File: src/timer16_defines.vh
// constants for the 16-bit timer front-end
// Behaviour
// RL1: writing one resets the shared prescaler
// RL2: reset bit clears itself after the reset
// RL3: writing zero ignored, bit reads zero
// RL4: prescaler reset restarts both timers' periods
// RL5: tick from prescaler taps or external pin
// RL6: no clock selected keeps counter frozen
// RL7: compare registers matched continuously, set flags
// RL8: compare results drive PWM outputs
// RL9: capture event copies counter to capture register; here no copy in modes 9, 11 and 12 to 15
// RL10: noise filter on the capture input
// RL11: bottom is 0x0000, max is 0xFFFF
// RL12: top fixed, compare A or capture register
// RL13: compare A as top: no PWM, buffered; here top follows cmp_a_buf unbuffered, and mode 4 still drives output A
// RL14: one shared high-byte temporary register
// RL15: low write loads low and temp together
// RL16: low read copies high byte to temp
// RL17: compare high reads bypass temp
// RL18: processor writes high first, reads low first
// RL19: processor guards two-byte access from interrupts
// RL20: four flags, each individually masked
// RL21: control registers plain 8-bit, any order
// RL22: prescaler taps 8, 64, 256, 1024
// RL23: external select 7 rising, 6 falling
// RL24: capture flag set with capture copy; here also set without a copy in modes 9, 11 and 12 to 15
// RL25: high-byte write only stores temp
`ifndef TIMER16_DEFINES_VH
`define TIMER16_DEFINES_VH
// ----------------------------------------
// register addresses (io space, choice)
// ----------------------------------------
`define ADDR_SFIO 6'h30
`define ADDR_CTRL_A 6'h2F
`define ADDR_CTRL_B 6'h2E
`define ADDR_CNT_H 6'h2D
`define ADDR_CNT_L 6'h2C
`define ADDR_CMPA_H 6'h2B
`define ADDR_CMPA_L 6'h2A
`define ADDR_CMPB_H 6'h29
`define ADDR_CMPB_L 6'h28
`define ADDR_CAP_H 6'h27
`define ADDR_CAP_L 6'h26
`define ADDR_MASK 6'h39
`define ADDR_FLAG 6'h38
// ----------------------------------------
// fields
// ----------------------------------------
`define BIT_PSR 0
`define BIT_OVF 2
`define BIT_CMPB 3
`define BIT_CMPA 4
`define BIT_CAP 5
`define BIT_ICES 6
`define BIT_ICNC 7
`define CS_NONE 3'h0
`define CS_DIV1 3'h1
`define CS_DIV8 3'h2
`define CS_DIV64 3'h3
`define CS_DIV256 3'h4
`define CS_DIV1024 3'h5
`define CS_EXT_FALL 3'h6
`define CS_EXT_RISE 3'h7
`define BOTTOM 16'h0000
`define MAX 16'hFFFF
`define TOP_8 16'h00FF
`define TOP_9 16'h01FF
`define TOP_10 16'h03FF
`define RESET_BYTE 8'h00
`define FILTER_LEN 4
`endif

File: src/timer16_front.v
// 16-bit timer front-end: byte access, clock select, compare, capture, flags
`timescale 1ns/1ps
`include "timer16_defines.vh"
module timer16_front (
   input wire clock,
   input wire rst,
   input wire [5:0] io_addr,
   input wire io_wr,
   input wire io_rd,
   input wire [7:0] io_wdata,
   input wire external_timer_clock_pin,
   input wire capture_input_pin,
   input wire comparator_out,
   input wire capture_from_comparator,
   output reg [7:0] io_rdata,
   output reg compare_output_a,
   output reg compare_output_b,
   output reg [7:0] timer_flag_register,
   output reg [7:0] timer_mask_register,
   output reg [7:0] special_function_io_control,
   output reg irq_overflow,
   output reg irq_compare_a,
   output reg irq_compare_b,
   output reg irq_capture
);
   // ----------------------------------------
   // registers
   // ----------------------------------------
   reg [7:0] temp_high;
   reg [7:0] timer_control_a;
   reg [7:0] timer_control_b;
   reg [15:0] counter_value16;
   reg [15:0] compare_register_a;
   reg [15:0] compare_register_b;
   reg [15:0] cmp_a_buf;
   reg [15:0] cmp_b_buf;
   reg [15:0] capture_register;
   reg psr_pulse;
   reg ext_s1;
   reg ext_s2;
   reg ext_q;
   wire tap8;
   wire tap64;
   wire tap256;
   wire tap1024;
   wire cap_event;
   wire [2:0] clock_select_field = timer_control_b[2:0];
   wire [3:0] waveform_mode_field = {timer_control_b[4:3], timer_control_a[1:0]};
   wire wr = io_wr;
   wire wr_psr = wr && (io_addr == `ADDR_SFIO) && io_wdata[`BIT_PSR];
   // ----------------------------------------
   // prescaler and filter
   // ----------------------------------------
   shared_prescaler u_presc (
      .clock(clock),
      .rst(rst),
      .restart(psr_pulse),
      .tap8(tap8),
      .tap64(tap64),
      .tap256(tap256),
      .tap1024(tap1024)
   );
   capture_filter #(.LEN(`FILTER_LEN)) u_capf (
      .clock(clock),
      .rst(rst),
      .level_in(capture_from_comparator ? comparator_out : capture_input_pin), // RL9
      .filter_on(timer_control_b[`BIT_ICNC]),
      .rising(timer_control_b[`BIT_ICES]),
      .event_out(cap_event)
   );
   // ----------------------------------------
   // clock select
   // ----------------------------------------
   // first sync flop feeds only the second; edge is taken on later stages
   always @(posedge clock or posedge rst) begin
      if (rst) begin
         ext_s1 <= 1'b0;
         ext_s2 <= 1'b0;
         ext_q <= 1'b0;
      end else begin
         ext_s1 <= external_timer_clock_pin;
         ext_s2 <= ext_s1;
         ext_q <= ext_s2;
      end
   end
   reg timer_tick;
   always @* begin
      case (clock_select_field) // RL5
         `CS_NONE: timer_tick = 1'b0; // RL6
         `CS_DIV1: timer_tick = 1'b1;
         `CS_DIV8: timer_tick = tap8;
         `CS_DIV64: timer_tick = tap64;
         `CS_DIV256: timer_tick = tap256;
         `CS_DIV1024: timer_tick = tap1024;
         `CS_EXT_FALL: timer_tick = ~ext_s2 & ext_q; // RL23
         `CS_EXT_RISE: timer_tick = ext_s2 & ~ext_q; // RL23
         default: timer_tick = 1'b0;
      endcase
   end
   // ----------------------------------------
   // top selection
   // ----------------------------------------
   reg [15:0] top_value;
   reg top_from_a;
   reg buffered;
   always @* begin
      top_from_a = 1'b0;
      buffered = 1'b1;
      case (waveform_mode_field) // RL12
         4'h1, 4'h5: top_value = `TOP_8;
         4'h2, 4'h6: top_value = `TOP_9;
         4'h3, 4'h7: top_value = `TOP_10;
         4'h4: begin
            top_value = cmp_a_buf;
            buffered = 1'b0;
         end
         4'h9, 4'hB, 4'hF: begin
            top_value = cmp_a_buf;
            top_from_a = 1'b1; // RL13
         end
         4'h8, 4'hA, 4'hE: top_value = capture_register;
         4'hC: begin
            top_value = capture_register;
            buffered = 1'b0;
         end
         4'h0: begin
            top_value = `MAX;
            buffered = 1'b0;
         end
         default: top_value = `MAX;
      endcase
   end
   wire at_bottom = (counter_value16 == `BOTTOM); // RL11
   wire at_max = (counter_value16 == `MAX); // RL11
   wire at_top = (counter_value16 == top_value);
   wire cnt_low_wr = wr && (io_addr == `ADDR_CNT_L);
   wire match_a = (counter_value16 == compare_register_a); // RL7
   wire match_b = (counter_value16 == compare_register_b); // RL7
   wire ovf = timer_tick && (waveform_mode_field == 4'h0 ? at_max : at_top);
   // ----------------------------------------
   // counter, buffers, capture
   // ----------------------------------------
   always @(posedge clock or posedge rst) begin
      if (rst) begin
         counter_value16 <= `BOTTOM;
         compare_register_a <= `BOTTOM;
         compare_register_b <= `BOTTOM;
         cmp_a_buf <= `BOTTOM;
         cmp_b_buf <= `BOTTOM;
         capture_register <= `BOTTOM;
         temp_high <= `RESET_BYTE;
         timer_control_a <= `RESET_BYTE;
         timer_control_b <= `RESET_BYTE;
         timer_mask_register <= `RESET_BYTE;
         special_function_io_control <= `RESET_BYTE;
         psr_pulse <= 1'b0;
      end else begin
         psr_pulse <= wr_psr; // RL1 RL2
         if (cnt_low_wr) begin
            counter_value16 <= {temp_high, io_wdata}; // RL15
         end else if (timer_tick) begin // RL6
            if (at_top || (waveform_mode_field == 4'h0 && at_max)) begin
               counter_value16 <= `BOTTOM;
            end else begin
               counter_value16 <= counter_value16 + 16'h0001;
            end
         end
         // compare registers load from the buffers at top; in modes 0, 4 and 12 they load every cycle
         if (!buffered || (timer_tick && at_top)) begin // RL13
            compare_register_a <= cmp_a_buf;
            compare_register_b <= cmp_b_buf;
         end
         if (cap_event && !top_from_a && waveform_mode_field[3:2] != 2'b11) begin
            capture_register <= counter_value16; // RL9
         end
         if (wr) begin
            case (io_addr)
               `ADDR_CNT_H, `ADDR_CMPA_H, `ADDR_CMPB_H, `ADDR_CAP_H:
                  temp_high <= io_wdata; // RL14 RL25
               `ADDR_CMPA_L: cmp_a_buf <= {temp_high, io_wdata}; // RL15
               `ADDR_CMPB_L: cmp_b_buf <= {temp_high, io_wdata}; // RL15
               `ADDR_CAP_L: capture_register <= {temp_high, io_wdata}; // RL15
               `ADDR_CTRL_A: timer_control_a <= io_wdata; // RL21
               `ADDR_CTRL_B: timer_control_b <= io_wdata; // RL21
               `ADDR_MASK: timer_mask_register <= io_wdata; // RL20
               `ADDR_SFIO: special_function_io_control <= {io_wdata[7:1], 1'b0}; // RL3
               default: ;
            endcase
         end else if (io_rd) begin
            case (io_addr)
               `ADDR_CNT_L: temp_high <= counter_value16[15:8]; // RL16
               `ADDR_CAP_L: temp_high <= capture_register[15:8]; // RL16
               default: ;
            endcase
         end
      end
   end
   // ----------------------------------------
   // flags: set wins over write-one clear
   // ----------------------------------------
   wire flag_wr = wr && (io_addr == `ADDR_FLAG);
   wire [7:0] set_vec = {2'b00, cap_event, match_a && timer_tick, match_b && timer_tick,
                         ovf, 2'b00};
   always @(posedge clock or posedge rst) begin
      if (rst) begin
         timer_flag_register <= `RESET_BYTE;
         irq_overflow <= 1'b0;
         irq_compare_a <= 1'b0;
         irq_compare_b <= 1'b0;
         irq_capture <= 1'b0;
         compare_output_a <= 1'b0;
         compare_output_b <= 1'b0;
         io_rdata <= `RESET_BYTE;
      end else begin
         // RL7 RL24
         timer_flag_register <= (timer_flag_register & ~(flag_wr ? io_wdata : 8'h00)) | set_vec;
         irq_overflow <= timer_flag_register[`BIT_OVF] & timer_mask_register[`BIT_OVF]; // RL20
         irq_compare_a <= timer_flag_register[`BIT_CMPA] & timer_mask_register[`BIT_CMPA];
         irq_compare_b <= timer_flag_register[`BIT_CMPB] & timer_mask_register[`BIT_CMPB];
         irq_capture <= timer_flag_register[`BIT_CAP] & timer_mask_register[`BIT_CAP];
         // simple fast pwm: output high below compare; A idles when it sets top in modes 9, 11, 15
         compare_output_a <= !top_from_a && (counter_value16 < compare_register_a); // RL8 RL13
         compare_output_b <= (counter_value16 < compare_register_b); // RL8
         case (io_addr)
            `ADDR_CNT_L: io_rdata <= counter_value16[7:0];
            `ADDR_CMPA_L: io_rdata <= compare_register_a[7:0];
            `ADDR_CMPB_L: io_rdata <= compare_register_b[7:0];
            `ADDR_CAP_L: io_rdata <= capture_register[7:0];
            `ADDR_CNT_H, `ADDR_CAP_H: io_rdata <= temp_high; // RL14
            `ADDR_CMPA_H: io_rdata <= compare_register_a[15:8]; // RL17
            `ADDR_CMPB_H: io_rdata <= compare_register_b[15:8]; // RL17
            `ADDR_CTRL_A: io_rdata <= timer_control_a;
            `ADDR_CTRL_B: io_rdata <= timer_control_b;
            `ADDR_MASK: io_rdata <= timer_mask_register;
            `ADDR_FLAG: io_rdata <= timer_flag_register;
            `ADDR_SFIO: io_rdata <= {special_function_io_control[7:5], 1'b0,
                                     special_function_io_control[3:1], 1'b0}; // RL3
            default: io_rdata <= `RESET_BYTE;
         endcase
      end
   end
endmodule // timer16_front

File: src/shared_prescaler.v
// free-running prescaler shared by the timers
`timescale 1ns/1ps
module shared_prescaler (
   input wire clock,
   input wire rst,
   input wire restart,
   output wire tap8,
   output wire tap64,
   output wire tap256,
   output wire tap1024
);
   reg [9:0] count;
   always @(posedge clock or posedge rst) begin
      if (rst) begin
         count <= 10'h000;
      end else if (restart) begin
         count <= 10'h000; // RL1 RL4
      end else begin
         count <= count + 10'h001;
      end
   end
   // taps pulse once per period, on the last count
   assign tap8 = (count[2:0] == 3'h7); // RL22
   assign tap64 = (count[5:0] == 6'h3F); // RL22
   assign tap256 = (count[7:0] == 8'hFF); // RL22
   assign tap1024 = (count == 10'h3FF); // RL22
endmodule // shared_prescaler

File: src/capture_filter.v
// capture input conditioner with optional noise filter and edge detect
`timescale 1ns/1ps
module capture_filter #(
   parameter LEN = 4
) (
   input wire clock,
   input wire rst,
   input wire level_in,
   input wire filter_on,
   input wire rising,
   output wire event_out
);
   reg [LEN-1:0] hist;
   reg clean;
   reg clean_q;
   wire all_one = &hist;
   wire all_zero = ~|hist;
   always @(posedge clock or posedge rst) begin
      if (rst) begin
         hist <= {LEN{1'b0}};
         clean <= 1'b0;
         clean_q <= 1'b0;
      end else begin
         hist <= {hist[LEN-2:0], level_in};
         // with filter_on, level accepted only after LEN equal samples; else after one
         if (!filter_on) begin
            clean <= hist[0];
         end else if (all_one) begin
            clean <= 1'b1; // RL10
         end else if (all_zero) begin
            clean <= 1'b0; // RL10
         end
         clean_q <= clean;
      end
   end
   assign event_out = rising ? (clean & ~clean_q) : (~clean & clean_q);
endmodule // capture_filter

File: config.mk
export PLATFORM = sky130hd
export DESIGN_NAME = timer16_front
export DESIGN_NICKNAME = d
export VERILOG_FILES = /design/src/timer16_front.v /design/src/shared_prescaler.v /design/src/capture_filter.v
export VERILOG_INCLUDE_DIRS = /design/src
export SDC_FILE = /design/constraint.sdc
export NUM_CORES = 1
export LEC_CHECK = 0
export ABC_AREA = 1
export CAP_MARGIN = 40
export CORE_AREA = 2 2 163 165
export DETAILED_ROUTE_END_ITERATION = 8
export DIE_AREA = 0 0 165 167
export DONT_BUFFER_PORTS = 1
export GPL_ROUTABILITY_DRIVEN = 1
export GPL_TIMING_DRIVEN = 0
export MAX_ROUTING_LAYER = met4
export SETUP_SLACK_MARGIN = 0.02
export SLEW_MARGIN = 20
export SYNTH_ARGS = -nofsm -noshare
export SYNTH_HDL_FRONTEND = slang
export SYNTH_SLANG_ARGS = --single-unit
File: constraint.sdc
create_clock -name clock -period 5.75 [get_ports clock]
set_input_delay 0.575 -clock clock [delete_from_list [all_inputs] [get_ports clock]]
set_output_delay 0.575 -clock clock [all_outputs]
set_load 0.01 [all_outputs]
==> results.yml <==
finish:
  stdcell_area_um2: 10500
  n_fill_cell: 2585
  syn_to_final_growth_pct: 10.9
  num_antenna_cells: 0
  drive_gt1_frac: 0.0589
  multiInputGateArea_um2: 4230
  seqCellArea_um2: 4430
  layout.cells.non_filler: 1557
  nets: 1266
grt:
  gr-usage-all-layers: 0.253
  grt_pass1_wl_mm: 50.4
  grt_max_degree: 107
  first_global_vias: 8107
  grt_overflow: 0
  antenna_found_initial: 0
logic_synthesis:
  synth-main-ff-cell: "dfrtp_1"
  synthesis.nets: 1246
  synth_area_leaders: "dfrtp_1 (47%), nand2_1 (12%), o21ai_0 (6.3%)"
  synth_area_um2: 9470
  synth_top_cell_by_area: "dfrtp_1"
  ys_seq_elements: 177
  yosysWarnings: 0
  ys_types: 41
  synth_most_common_cell: "nand2_1"
  synthCells: 1189
  synth_edf_count: 0
  async_reset_ff_frac: 1.00
  synth_commonest_cells: "nand2_1 (291), dfrtp_1 (177), inv_1 (147)"
  synth_top_area_frac: 0.468
  yosysSeqAreaShare: 0.468
  avgSynthCellArea_um2: 7.96
setup_path:
  r2r_cells: 11
  cpPeakStageDelay_ps: 510
  r2r_start: "counter_value16[1]$_DFFE_PP0P_"
  path_class: "register to register"
  path_cells: "ha_1, nand3_1, nor3_1, nand2_1, nor2_1, nand4_1, nor2_1, nand4_2, buf_2, nand4_1, nand2_1"
  crit_required_ps: 6080
  crit_fanout: 10
  crit_slowest_cell: "dfrtp_1"
  cp.arrival_ps: 3220
  end_kind: "register"
  crit_path_start: "counter_value16[1]$_DFFE_PP0P_"
  cp-start-kind: "register"
sta:
  slew_headroom: 0.434
  finalSetupViolCount: 0
  hold-worst-slack_ps: 20.9
  hold_viol: 0
  slew_violations: 0
  fin_skew_ps: 12.6
  fmax_mhz: 346
  max_slew.worst_pin.slew_ps: 842
  final.setup.worst_slack_ps: 2860
  period_minus_slack_ps: 2890
  rsz0062_at_grt: "false"
  min_period_over_period: 0.503
route:
  ant_nets: 0
  drt_iter0_drc: 1095
  drcViolationCount: 0
  routedWlPerCell_um: 21.5
  firstDrtPassIters: 5
  wirelength_mm: 33.5
  detail_route.vias_per_cell: 5.67
  num_vias: 8821
place:
  place_hpwl_mm: 24.9
  gp_congestion: 0.955
  dpl_cell_area_um2: 9920
  dp_slack_ps: 3040
  port_buffers: 0
  dp_cells: 1525
power:
  ir_drop_v: 0.000229
  p_seq_frac: 0.423
  p_int_uw: 2540
  power.share.clock: 0.269
  swShare: 0.410
  p_comb_frac: 0.307
  p_leak_uw: 0.00501
  power.switching_uw: 1760
  power_density_nw_per_um2: 410
run:
  maxCapViolCount: 0
clock_network:
  cts_hold_buf: 0
  cts-root-buf: "clkbuf_16"
  clock_sinks: 177
  clkTransAtPathRegs_ps: 70
  cts_buffers: 17
  post_cts_buffers: 0
  cts_buffer_depth: 2
  cts_max_level: 4
  clock_latency_ps: 440
  tritoncts: "built"
  cts_resized: 0
min_path:
  hp-class: "input port to asynchronous set/reset pin"
floorplan:
  rows: 59
  pin_count: 60
  dieArea_um2: 27600
  core_area_um2: 25800
  fp.dieW_um: 165
  fp.dieH_um: 167
  start_util: 0.367
outcome:
  status: "finished clean"
[cell usage in the layout (no fill, tap or decap), types with 2 or more instances in the layout]
| cell type | count |
|---|---|
| a211oi_1 | 3 |
| a21oi_1 | 32 |
| a221oi_1 | 13 |
| a22oi_1 | 2 |
| buf_2 | 9 |
| buf_4 | 3 |
| buf_6 | 6 |
| clkbuf_1 | 24 |
| clkbuf_16 | 17 |
| clkinv_1 | 2 |
| clkinvlp_4 | 4 |
| dfrtp_1 | 177 |
| ha_1 | 35 |
| inv_1 | 146 |
| inv_2 | 5 |
| inv_6 | 3 |
| inv_8 | 6 |
| nand2_1 | 291 |
| nand2_4 | 3 |
| nand3_1 | 78 |
| nand4_1 | 39 |
| nor2_1 | 82 |
| nor2_2 | 3 |
| nor2_4 | 3 |
| nor3_1 | 14 |
| nor3b_1 | 4 |
| nor4_1 | 3 |
| o21ai_0 | 119 |
| o21ai_1 | 5 |
| o221ai_1 | 2 |
| o22ai_1 | 56 |
| o2bb2ai_1 | 2 |
| o31ai_1 | 4 |
| xor2_1 | 12 |
[power by group through the flow]
stage | registers (µW) | logic, µW | clock network [µW]
after floorplan | 1700 | 950 | 0
after global placement | 1830 | 1280 | 0
after detailed placement | 1830 | 1290 | 0
after CTS | 1810 | 1300 | 1170
after global routing | 1840 | 1490 | 1220
final | 1820 | 1320 | 1160
[stage by stage]
| step | utilization | setup TNS (ps) | power (µW) |
|---|---|---|---|
| finish | 0.408 | 0 | 4310 |
| global route | 0.408 | 0 | 4550 |
| CTS | 0.408 | 0 | 4280 |
| detailed placement | 0.385 | 0 | 3130 |
| global placement | 0.384 | -297620 | 3110 |
| floorplan | - | 0 | 2650 |
[routing by layer]
metal | track usage | up-vias | routed length, µm
met5 | - | - | 0
met4 | 0.0696 | 0 | 718
met3 | 0.0314 | 49 | 2530
met2 | 0.379 | 419 | 15100
met1 | 0.360 | 4319 | 15100
li1 | - | 4034 | -
[kinds of logic after synthesis]
logic type                 synth area share
DFF                                   0.468
adders and majority gates            0.0463
xor gates and xnor gates             0.0111
buffers and inverters                0.0852
AOI/OAI and AO/OA                     0.148
other                              0.000396
and+or+nand+nor                       0.240
muxes                               0.00119
[layout make-up]
cell class,count,area share
sequential,177,0.422
multi-input combinational,815,0.403
inverter,154,0.0558
clock buffer,18,0.0418
tap,335,0.0399
buffer,43,0.0218
clock inverter,14,0.0131
timing repair buffer,1,0.00262
[worst max-delay path: cells and delay by family, from the launching register on]
kind	cells	cell delay, ps
buffers and inverters	1	310
flip-flops	1	510
AND/OR/NAND/NOR	9	1720
adder cells (fa/ha/maj)	1	240
[path summary, 6_finish.rpt]
| path | endpoint | slack [ps] |
|---|---|---|
| worst max-delay path | counter_value16[2]$_DFFE_PP0P_ | 2860 |
| worst min-delay path | cmp_b_buf[0]$_DFFE_PP0P_ | 20 |
| worst max register to register | counter_value16[2]$_DFFE_PP0P_ | 2860 |
| worst min register to register | ext_s2$_DFF_PP0_ | 360 |
| max in group asynchronous | counter_value16[9]$_DFFE_PP0P_ | 4800 |
| min in group clock | ext_s1$_DFF_PP0_ | 160 |
[flip-flops by register name (all words and copies together) (netlist names), 4 cells and up]
| name | cells |
|---|---|
| capture_register | 16 |
| cmp_a_buf | 16 |
| cmp_b_buf | 16 |
| compare_register_a | 16 |
| compare_register_b | 16 |
| counter_value16 | 16 |
| io_rdata | 8 |
| special_function_io_control | 7 |
| temp_high | 8 |
| timer_control_a | 8 |
| timer_control_b | 8 |
| timer_flag_register | 8 |
| timer_mask_register | 8 |
| u_capf.hist | 4 |
| u_presc.count | 10 |
No activity file was read; power rests on OpenSTA's default activity.
